===== src/verilog/tif_pkg.sv =====
// Purpose: shared constants and types of the thermocouple word formatter
// Assumes: one 40 MHz clock, APB register access
// Notes:   byte offsets, all registers one aligned 32-bit word
package tif_pkg;
    // ------------------------------------------------------------
    // register byte offsets
    // ------------------------------------------------------------
    localparam logic [7:0] OFS_DATA = 8'h00;
    localparam logic [7:0] OFS_FLAG = 8'h20;
    localparam logic [7:0] OFS_CJ   = 8'h24;
    localparam logic [7:0] OFS_GCFG = 8'h28;
    localparam logic [7:0] OFS_IST  = 8'h2c;
    localparam logic [7:0] OFS_IMSK = 8'h30;
    localparam logic [7:0] OFS_CCFG = 8'h40;
    localparam logic [7:0] OFS_LIM  = 8'h60;
    // ------------------------------------------------------------
    // fields and encodings
    // ------------------------------------------------------------
    localparam int         GCFG_FAHR = 0;
    localparam int         GCFG_TENTH = 1;
    localparam int         CCFG_OCD = 3;
    localparam logic [2:0] TY_MV = 3'h0;
    localparam logic [2:0] TY_B  = 3'h7;
    localparam logic [15:0] W_OVER  = 16'h7fff;
    localparam logic [15:0] W_UNDER = 16'h8001;
    localparam logic [15:0] W_OPEN  = 16'hffff;
    // 2.4 percent margin as a ratio
    localparam logic signed [23:0] PCT_NUM = 24'sd24;
    localparam logic signed [23:0] PCT_DEN = 24'sd1000;
    // ------------------------------------------------------------
    // reset values
    // ------------------------------------------------------------
    localparam logic [1:0]  RST_GCFG = 2'h2;
    localparam logic [3:0]  RST_CCFG = 4'h8;
    localparam logic [31:0] RST_LIM  = 32'h8000_7fff;
    // ------------------------------------------------------------
    // carriers
    // ------------------------------------------------------------
    typedef struct packed {
        logic        vld;
        logic [2:0]  ch;
        logic        open;
        logic [15:0] val;
    } tif_smp_t;
    typedef struct packed {
        logic        vld;
        logic [15:0] val;
    } tif_cj_t;
    typedef struct packed {
        logic [7:0][15:0] data;
        logic [7:0]       warn;
        logic [7:0]       oor;
        logic [15:0]      cj;
        logic [1:0]       gcfg;
        logic [7:0][3:0]  ccfg;
        logic [7:0][31:0] lim;
        logic [15:0]      ist;
        logic [15:0]      imsk;
        logic [31:0]      prdata;
        logic             pready;
        logic             pslverr;
        logic             irq;
    } tif_st_t;
endpackage


===== src/verilog/tif_formatter.sv =====
// Purpose: formats eight thermocouple/millivolt readings into input words
// Assumes: samples in signed tenths of deg C (or raw mV code), same clock
// Notes:   zero-wait APB slave; unmapped or misaligned address gives pslverr
//
// Summary of operation
// - ten words: eight readings, one flag word, one internal temperature
// - warning flag when a thermocouple input is beyond the channel rated value
// - out-of-range when a thermocouple is beyond rated by 2.4 percent or wire broken
// - out-of-range clears warning; both never set together
// - output in 0.1 or 1 degree, Celsius or Fahrenheit
// - tenth resolution reports integer tenths, decimal point implied
// - cold junction word uses same units as thermocouple outputs
// - readings are two's complement except the type B case
// - open thermocouple clears warning and sets out-of-range
// - over-range word forced 7FFF, under-range word forced 8001
// - open detect always on for thermocouples, optional for millivolt
// - millivolt with detect on: out-of-range on open or raw FFFF
// - type B in tenth Fahrenheit is unsigned for high readings
//
// Implementation choices: the register addresses and the APB slave port.
`timescale 1ns/1ps
module tif_formatter
    import tif_pkg::*;
(
    input  wire logic        i_clk_sys,
    input  wire logic        i_resetn,
    input  wire logic        i_psel,
    input  wire logic        i_penable,
    input  wire logic        i_pwrite,
    input  wire logic [7:0]  i_paddr,
    input  wire logic [31:0] i_pwdata,
    input  wire tif_smp_t    i_smp,
    input  wire tif_cj_t     i_cj,
    output logic      [31:0] o_prdata,
    output logic             o_pready,
    output logic             o_pslverr,
    output logic             o_irq
);

    // ------------------------------------------------------------
    // helpers
    // ------------------------------------------------------------
    function automatic logic signed [23:0] tif_conv(
        input logic signed [23:0] c,
        input logic               f,
        input logic               t);
        logic signed [23:0] v;
        v = f ? (c * 24'sd9) / 24'sd5 + 24'sd320 : c;
        if (!t) begin
            v = v / 24'sd10;
        end
        return v;
    endfunction

    function automatic logic [15:0] tif_sat(
        input logic signed [23:0] v,
        input logic               uns);
        logic [15:0] w;
        w = v[15:0];
        if (uns) begin
            if (v > 24'sd65535) w = 16'hffff;
            if (v < 24'sd0) w = 16'h0000;
        end else begin
            if (v > 24'sd32767) w = W_OVER;
            if (v < -24'sd32767) w = W_UNDER;
        end
        return w;
    endfunction

    function automatic logic signed [23:0] tif_mrg(
        input logic signed [23:0] l);
        logic signed [23:0] a;
        a = (l < 24'sd0) ? -l : l;
        return (a * PCT_NUM) / PCT_DEN;
    endfunction

    tif_st_t q;
    tif_st_t d;

    // ------------------------------------------------------------
    // sample classification
    // ------------------------------------------------------------
    logic [3:0]         cfg_w;
    logic [31:0]        lim_w;
    logic               fahr_w;
    logic               tenth_w;
    logic               is_mv_w;
    logic               ocd_w;
    logic signed [23:0] c_w;
    logic signed [23:0] hi_w;
    logic signed [23:0] lo_w;
    logic               over_w;
    logic               under_w;
    logic               beyond_w;
    logic               oor_w;
    logic               warn_w;
    logic               uns_w;
    logic signed [23:0] conv_w;
    logic [15:0]        data_w;
    logic [15:0]        cjw_w;

    assign cfg_w   = q.ccfg[i_smp.ch];
    assign lim_w   = q.lim[i_smp.ch];
    assign fahr_w  = q.gcfg[GCFG_FAHR];
    assign tenth_w = q.gcfg[GCFG_TENTH];
    assign is_mv_w = (cfg_w[2:0] == TY_MV);
    assign ocd_w   = is_mv_w ? cfg_w[CCFG_OCD] : 1'b1;
    assign c_w     = 24'(signed'(i_smp.val));
    assign hi_w    = 24'(signed'(lim_w[15:0]));
    assign lo_w    = 24'(signed'(lim_w[31:16]));

    assign beyond_w = !is_mv_w && (c_w > hi_w || c_w < lo_w);
    assign over_w   = !is_mv_w && (c_w > hi_w + tif_mrg(hi_w));
    assign under_w  = !is_mv_w && (c_w < lo_w - tif_mrg(lo_w));

    // broken wire on a thermocouple forces out-of-range
    assign oor_w = is_mv_w ? (ocd_w && (i_smp.open || i_smp.val == W_OPEN))
                           : (i_smp.open || over_w || under_w);
    assign warn_w = beyond_w && !oor_w;

    assign uns_w  = (cfg_w[2:0] == TY_B) && fahr_w && tenth_w;
    assign conv_w = tif_conv(c_w, fahr_w, tenth_w);

    // open thermocouple wire reads as the top value, like an over-range; millivolt words stay raw
    always_comb begin
        data_w = tif_sat(conv_w, uns_w);
        if (is_mv_w) begin
            data_w = i_smp.val;
        end else if (i_smp.open || over_w) begin
            data_w = W_OVER;
        end else if (under_w) begin
            data_w = W_UNDER;
        end
    end

    assign cjw_w = tif_sat(tif_conv(24'(signed'(i_cj.val)), fahr_w, tenth_w), 1'b0);

    // ------------------------------------------------------------
    // apb decode
    // ------------------------------------------------------------
    logic        setup_w;
    logic        wr_w;
    logic [32:0] rd_w;

    assign setup_w = i_psel && !i_penable && !q.pready;
    assign wr_w    = i_psel && i_penable && q.pready && i_pwrite && !q.pslverr;

    always_comb begin
        rd_w = {1'b1, 32'h0000_0000};
        if (i_paddr[1:0] == 2'b00) begin
            if (i_paddr[7:5] == OFS_DATA[7:5]) begin
                rd_w = {1'b0, 16'h0000, q.data[i_paddr[4:2]]};
            end else if (i_paddr[7:5] == OFS_CCFG[7:5]) begin
                rd_w = {1'b0, 28'h000_0000, q.ccfg[i_paddr[4:2]]};
            end else if (i_paddr[7:5] == OFS_LIM[7:5]) begin
                rd_w = {1'b0, q.lim[i_paddr[4:2]]};
            end else if (i_paddr == OFS_FLAG) begin
                rd_w = {1'b0, 16'h0000, q.oor, q.warn};
            end else if (i_paddr == OFS_CJ) begin
                rd_w = {1'b0, 16'h0000, q.cj};
            end else if (i_paddr == OFS_GCFG) begin
                rd_w = {1'b0, 30'h0000_0000, q.gcfg};
            end else if (i_paddr == OFS_IST) begin
                rd_w = {1'b0, 16'h0000, q.ist};
            end else if (i_paddr == OFS_IMSK) begin
                rd_w = {1'b0, 16'h0000, q.imsk};
            end
        end
    end

    // ------------------------------------------------------------
    // next state
    // ------------------------------------------------------------
    always_comb begin
        logic [15:0] ev;
        logic [15:0] clr;
        ev  = 16'h0000;
        clr = 16'h0000;
        d   = q;
        d.pready  = 1'b0;
        d.pslverr = 1'b0;
        // answer in the access cycle right after setup
        if (setup_w) begin
            d.pready = 1'b1;
            {d.pslverr, d.prdata} = rd_w;
        end
        if (wr_w) begin
            if (i_paddr[7:5] == OFS_CCFG[7:5]) begin
                d.ccfg[i_paddr[4:2]] = i_pwdata[3:0];
            end else if (i_paddr[7:5] == OFS_LIM[7:5]) begin
                d.lim[i_paddr[4:2]] = i_pwdata;
            end else if (i_paddr == OFS_GCFG) begin
                d.gcfg = i_pwdata[1:0];
            end else if (i_paddr == OFS_IST) begin
                clr = i_pwdata[15:0];
            end else if (i_paddr == OFS_IMSK) begin
                d.imsk = i_pwdata[15:0];
            end
        end
        // data and both flags move together
        if (i_smp.vld) begin
            d.data[i_smp.ch] = data_w;
            d.oor[i_smp.ch]  = oor_w;
            d.warn[i_smp.ch] = warn_w;
            ev[{1'b1, i_smp.ch}] = oor_w && !q.oor[i_smp.ch];
            ev[{1'b0, i_smp.ch}] = warn_w && !q.warn[i_smp.ch];
        end
        if (i_cj.vld) begin
            d.cj = cjw_w;
        end
        // set beats a same-cycle clear
        d.ist = (q.ist & ~clr) | ev;
        d.irq = |(d.ist & d.imsk);
        if (!i_resetn) begin
            d.data    = '0;
            d.warn    = 8'h00;
            d.oor     = 8'h00;
            d.cj      = 16'h0000;
            d.gcfg    = RST_GCFG;
            d.ccfg    = {8{RST_CCFG}};
            d.lim     = {8{RST_LIM}};
            d.ist     = 16'h0000;
            d.imsk    = 16'h0000;
            d.prdata  = 32'h0000_0000;
            d.pready  = 1'b0;
            d.pslverr = 1'b0;
            d.irq     = 1'b0;
        end
    end

    always_ff @(posedge i_clk_sys) begin
        q <= d;
    end

    assign o_prdata  = q.prdata;
    assign o_pready  = q.pready;
    assign o_pslverr = q.pslverr;
    assign o_irq     = q.irq;

    logic tc_ok_w;
    assign tc_ok_w = i_smp.vld && !is_mv_w && !i_smp.open;
endmodule


===== config.mk =====
export PLATFORM = sky130hd
export DESIGN_NAME = tif_formatter
export DESIGN_NICKNAME = d
export VERILOG_FILES = /design/src/verilog/tif_pkg.sv /design/src/verilog/tif_formatter.sv
export SDC_FILE = /design/constraint.sdc
export NUM_CORES = 2
export LEC_CHECK = 0
export ABC_AREA = 1
export BUFFER_PORTS_ARGS = -buffer_cell sky130_fd_sc_hd__buf_2
export CORE_MARGIN = 2
export CORE_UTILIZATION = 45
export DETAILED_ROUTE_END_ITERATION = 10
export SYNTH_ARGS = -nofsm -noshare
export SYNTH_HDL_FRONTEND = slang
export SYNTH_SLANG_ARGS = --single-unit

===== constraint.sdc =====
create_clock -name i_clk_sys -period 52.4 [get_ports i_clk_sys]
set_input_delay 7.86 -clock i_clk_sys [delete_from_list [all_inputs] [get_ports i_clk_sys]]
set_output_delay 7.86 -clock i_clk_sys [all_outputs]
set_load 0.05 [all_outputs]

==> impl_summary.log <==
[metrics] run status: finished, final reports clean
[metrics] CTS HTree Levels: 2
[metrics] average detailed-routed wire length per instance: approximately 17 um
[metrics] worst max-slew margin expressed relative to the limit: 0.205
[metrics] share of cell area taken by muxes after synthesis: 0.000449
[metrics] Synth async-reset ratio: 0
[metrics] global-route wire length before repair: 252 mm
[metrics] Max Freq: 32.0 MHz
[metrics] vias in the first global route: 46400
[metrics] residual antenna-violating net count after detailed routing: 0
[metrics] Worst path slowest cell: sky130_fd_sc_hd__buf_4
[metrics] arithmetic-cell share of the synthesized area counting full adders, half adders and majority gates: 0.0732
[metrics] post-synthesis cell type count: 88
[metrics] source-to-sink clock delay at the later pin of the worst-skew pair: 610 ps
[metrics] Die Height: 338 um
[metrics] DP Wirelength: 115 mm
[metrics] largest clock skew in the final design: 21.4 ps
[metrics] number of design rule violations left after detail routing: 0
[metrics] number of post-CTS setup repair buffers: 0
[metrics] Most common cell on crit path: sky130_fd_sc_hd__nand2_1
[metrics] Hold Fails Final Rpt: 0
[metrics] number of buffer and inverter stages on the critical path: 25
[metrics] sequential element share of the synthesized area: 0.206
[metrics] crit path DAT: 31840 ps
[metrics] Detailed Route WL: 161 mm
[metrics] reg-to-reg slack, setup: approximately 30000 ps
[metrics] fin. max-slew vios: 0
[metrics] largest net degree at the start of global routing: 275
[metrics] number of setup violations in the final report: 0
[metrics] Top Ports: roughly 120
[metrics] TritonCTS clock tree: yes
[metrics] fraction of final layout cells with drive strength greater than 1: 0.138
[metrics] First DRT Iteration DRCs: roughly 4300
[metrics] unrepaired setup endpoints after global routing: no
[metrics] Worst Setup Path Type: input port to flip-flop
[metrics] element type at the critical path end: flip-flop
[metrics] clock buffer depth: 3
[metrics] average cell area after synthesis: around 6.4 um^2
[metrics] synthesis-stage register bit count: between 500 and 600
[metrics] clock period minus final worst setup slack: 31290 ps
[metrics] type of the worst min-delay path: flip-flop to flip-flop
[metrics] complex-gate fraction of the synthesized area: 0.213
[metrics] clock buffers created by TritonCTS: 50
[metrics] GR Util All Layers: 0.272
[metrics] Sum Neg Setup Slack: 0 ps
[metrics] horizontal die dimension: approximately 340 um
[metrics] net total in the final layout: 8068
[metrics] Core Footprint: around 0.11 mm^2
[metrics] total congestion overflow after global routing: 0
[metrics] CTS Hold Buffers Added: 0
[metrics] Synth warnings: 0
[metrics] Clock Sinks: 517
[metrics] slew at the pin with the worst max-slew slack: 1190 ps
[metrics] via count normalized by instance count: about 5.5
[metrics] post-synthesis instance total: 7807
[metrics] leading register cell type out of synthesis: sky130_fd_sc_hd__dfxtp_1
[metrics] Post-CTS Resized: 0
[metrics] Post-Synth Simple-Gate Area: 0.333
[metrics] critical path data required time: about 53000 ps
[metrics] Rows: between 100 and 150
[metrics] Largest stage delay, worst path: 910 ps
[metrics] Largest delay share family, worst path: simple AND/OR/NAND/NOR gates
[metrics] post-synthesis share of cell area spent on xor and xnor gates: 0.0587
[metrics] count of flip-flops with a built-in enable after synthesis: 0
[metrics] synthesis-to-layout area growth: 5.76%
[metrics] RD Place Congestion: 0.951
[metrics] maximum fanout along the worst path: 95
[metrics] number of antenna violations at the first check in global routing: 10
[metrics] die outline area: ~0.11 mm^2
[metrics] Root Driver: sky130_fd_sc_hd__clkbuf_16
[metrics] period utilisation layout: 0.597
[metrics] detailed-routing iteration count for the pre-antenna-repair pass: 6
[metrics] clock edge transition at the registers on the reported setup and hold paths: 70 ps
[metrics] Filler Cells Inserted: 11600
[metrics] effective utilization at floorplan: 0.453
[metrics] type of origin of the critical path: input port
[metrics] count of port buffers added during placement: 117
[metrics] Syn Std Cell Area: 0.0502 mm^2
[metrics] via total after detailed routing: 50900
[metrics] maximum capacitance violations: 0
[metrics] combinational family with the most area after synthesis: simple AND/OR/NAND/NOR gates
[synth_stat cells (13+ instances only)]
cell type	number	area share
sky130_fd_sc_hd__or2_2	28	0.0035
sky130_fd_sc_hd__nand2_4	100	0.022
sky130_fd_sc_hd__o21ai_0	622	0.062
sky130_fd_sc_hd__o211ai_1	151	0.023
sky130_fd_sc_hd__ha_1	284	0.071
sky130_fd_sc_hd__inv_2	130	0.0097
sky130_fd_sc_hd__a221oi_1	17	0.0030
sky130_fd_sc_hd__nand4_1	122	0.015
sky130_fd_sc_hd__a21oi_2	77	0.013
sky130_fd_sc_hd__nor3_1	62	0.0062
sky130_fd_sc_hd__nand2_2	255	0.032
sky130_fd_sc_hd__nor4_1	20	0.0025
sky130_fd_sc_hd__clkinv_2	13	0.0013
sky130_fd_sc_hd__nor2_1	465	0.035
sky130_fd_sc_hd__o21ai_1	62	0.0062
sky130_fd_sc_hd__a21oi_1	541	0.054
sky130_fd_sc_hd__dfxtp_1	517	0.21
sky130_fd_sc_hd__clkbuf_8	22	0.0060
sky130_fd_sc_hd__xnor2_1	67	0.012
sky130_fd_sc_hd__inv_1	813	0.061
sky130_fd_sc_hd__o21bai_1	23	0.0034
sky130_fd_sc_hd__buf_4	40	0.0060
sky130_fd_sc_hd__o22ai_1	201	0.025
sky130_fd_sc_hd__o31ai_1	23	0.0034
sky130_fd_sc_hd__o21ai_2	20	0.0035
sky130_fd_sc_hd__nand3_2	75	0.015
sky130_fd_sc_hd__clkbuf_1	217	0.016
sky130_fd_sc_hd__xor2_1	260	0.045
sky130_fd_sc_hd__buf_1	26	0.0019
sky130_fd_sc_hd__nand3_1	603	0.060
sky130_fd_sc_hd__nor2_2	19	0.0024
sky130_fd_sc_hd__nand2_1	1670	0.12
sky130_fd_sc_hd__clkinv_1	38	0.0028
sky130_fd_sc_hd__o2111ai_1	15	0.0026
sky130_fd_sc_hd__dlygate4sd1_1	16	0.0028
[tightest hold or removal path, cell delays in order, from the launching register on]
cell,delay [ps]
sky130_fd_sc_hd__dfxtp_1,310
sky130_fd_sc_hd__nand2_1,60
sky130_fd_sc_hd__a21oi_1,50
[sequential cells by signal, indices dropped and copies added, names as in the netlist]
register and flops:
fahr_w 1, o_irq 1, o_prdata 32, o_pready 1, o_pslverr 1, q 481
[path summary, 6_finish.rpt]
check	cells past startpoint	startpoint	to
min	2	o_prdata[9]$_SDFFE_PN0P_	o_prdata[9]$_SDFFE_PN0P_
max reg2reg	152	q[130]$_SDFFE_PN1P_	o_irq$_SDFF_PN0_
max	152	i_smp[17]	o_irq$_SDFF_PN0_
min reg2reg	2	o_prdata[9]$_SDFFE_PN0P_	o_prdata[9]$_SDFFE_PN0P_
[area by class of cell]
cell class,count,area (um^2),area share
sequential,517,10400,0.195
inverter,1008,3920,0.0739
clock inverter,25,383,0.00722
timing repair buffer,167,986,0.0186
tap,1488,1860,0.0351
clock buffer,69,1400,0.0264
antenna,4,10.0,0.000189
multi-input combinational,5951,34100,0.643
[placed cells by master (no fill, tap or decap), types with 28 or more instances in the layout]
cell type,n
sky130_fd_sc_hd__nand2_1,1662
sky130_fd_sc_hd__inv_1,812
sky130_fd_sc_hd__o21ai_0,622
sky130_fd_sc_hd__nand3_1,603
sky130_fd_sc_hd__a21oi_1,541
sky130_fd_sc_hd__dfxtp_1,516
sky130_fd_sc_hd__nor2_1,454
sky130_fd_sc_hd__ha_1,284
sky130_fd_sc_hd__nand2_2,261
sky130_fd_sc_hd__xor2_1,260
sky130_fd_sc_hd__o22ai_1,201
sky130_fd_sc_hd__o211ai_1,151
sky130_fd_sc_hd__inv_2,131
sky130_fd_sc_hd__nand4_1,122
sky130_fd_sc_hd__buf_2,115
sky130_fd_sc_hd__nand2_4,102
sky130_fd_sc_hd__a21oi_2,77
sky130_fd_sc_hd__nand3_2,75
sky130_fd_sc_hd__xnor2_1,67
sky130_fd_sc_hd__o21ai_1,62
sky130_fd_sc_hd__nor3_1,61
sky130_fd_sc_hd__clkbuf_16,50
sky130_fd_sc_hd__buf_4,50
sky130_fd_sc_hd__clkinv_1,34
sky130_fd_sc_hd__nor2_2,30
sky130_fd_sc_hd__or2_2,28
[metal layers]
| metal | global-route usage | share of wire | up-vias |
|---|---|---|---|
| met5 | 0 | 0.00016 | - |
| met4 | 0.0684 | 0.023 | 4 |
| met3 | 0.0312 | 0.070 | 206 |
| met2 | 0.451 | 0.45 | 1457 |
| met1 | 0.376 | 0.46 | 23400 |
| li1 | - | - | 25800 |
[through the flow]
step	area [um^2]	util	instances	setup WS, ps	hold WS, ps
2_1_floorplan	50200	-	7820	24530	429
3_3_place_gp	51300	0.463	9131	21220	442
3_5_place_dp	51300	0.463	9131	20750	448
4_1_cts	53000	0.479	9225	21330	466
5_1_grt	53000	0.479	9226	18010	480
6_report	53000	0.479	9229	21110	463
[cell families after synthesis]
group	count (synthesis)
DFF	517
muxes	1
and+or+nand+nor	3488
xor gates and xnor gates	332
other	1
buffers and inverters	1352
AOI/OAI and AO/OA	1826
adders and majority gates	290
Power is not shown: default switching activity piles up to over one toggle a cycle in this logic, so the estimate is an artifact.
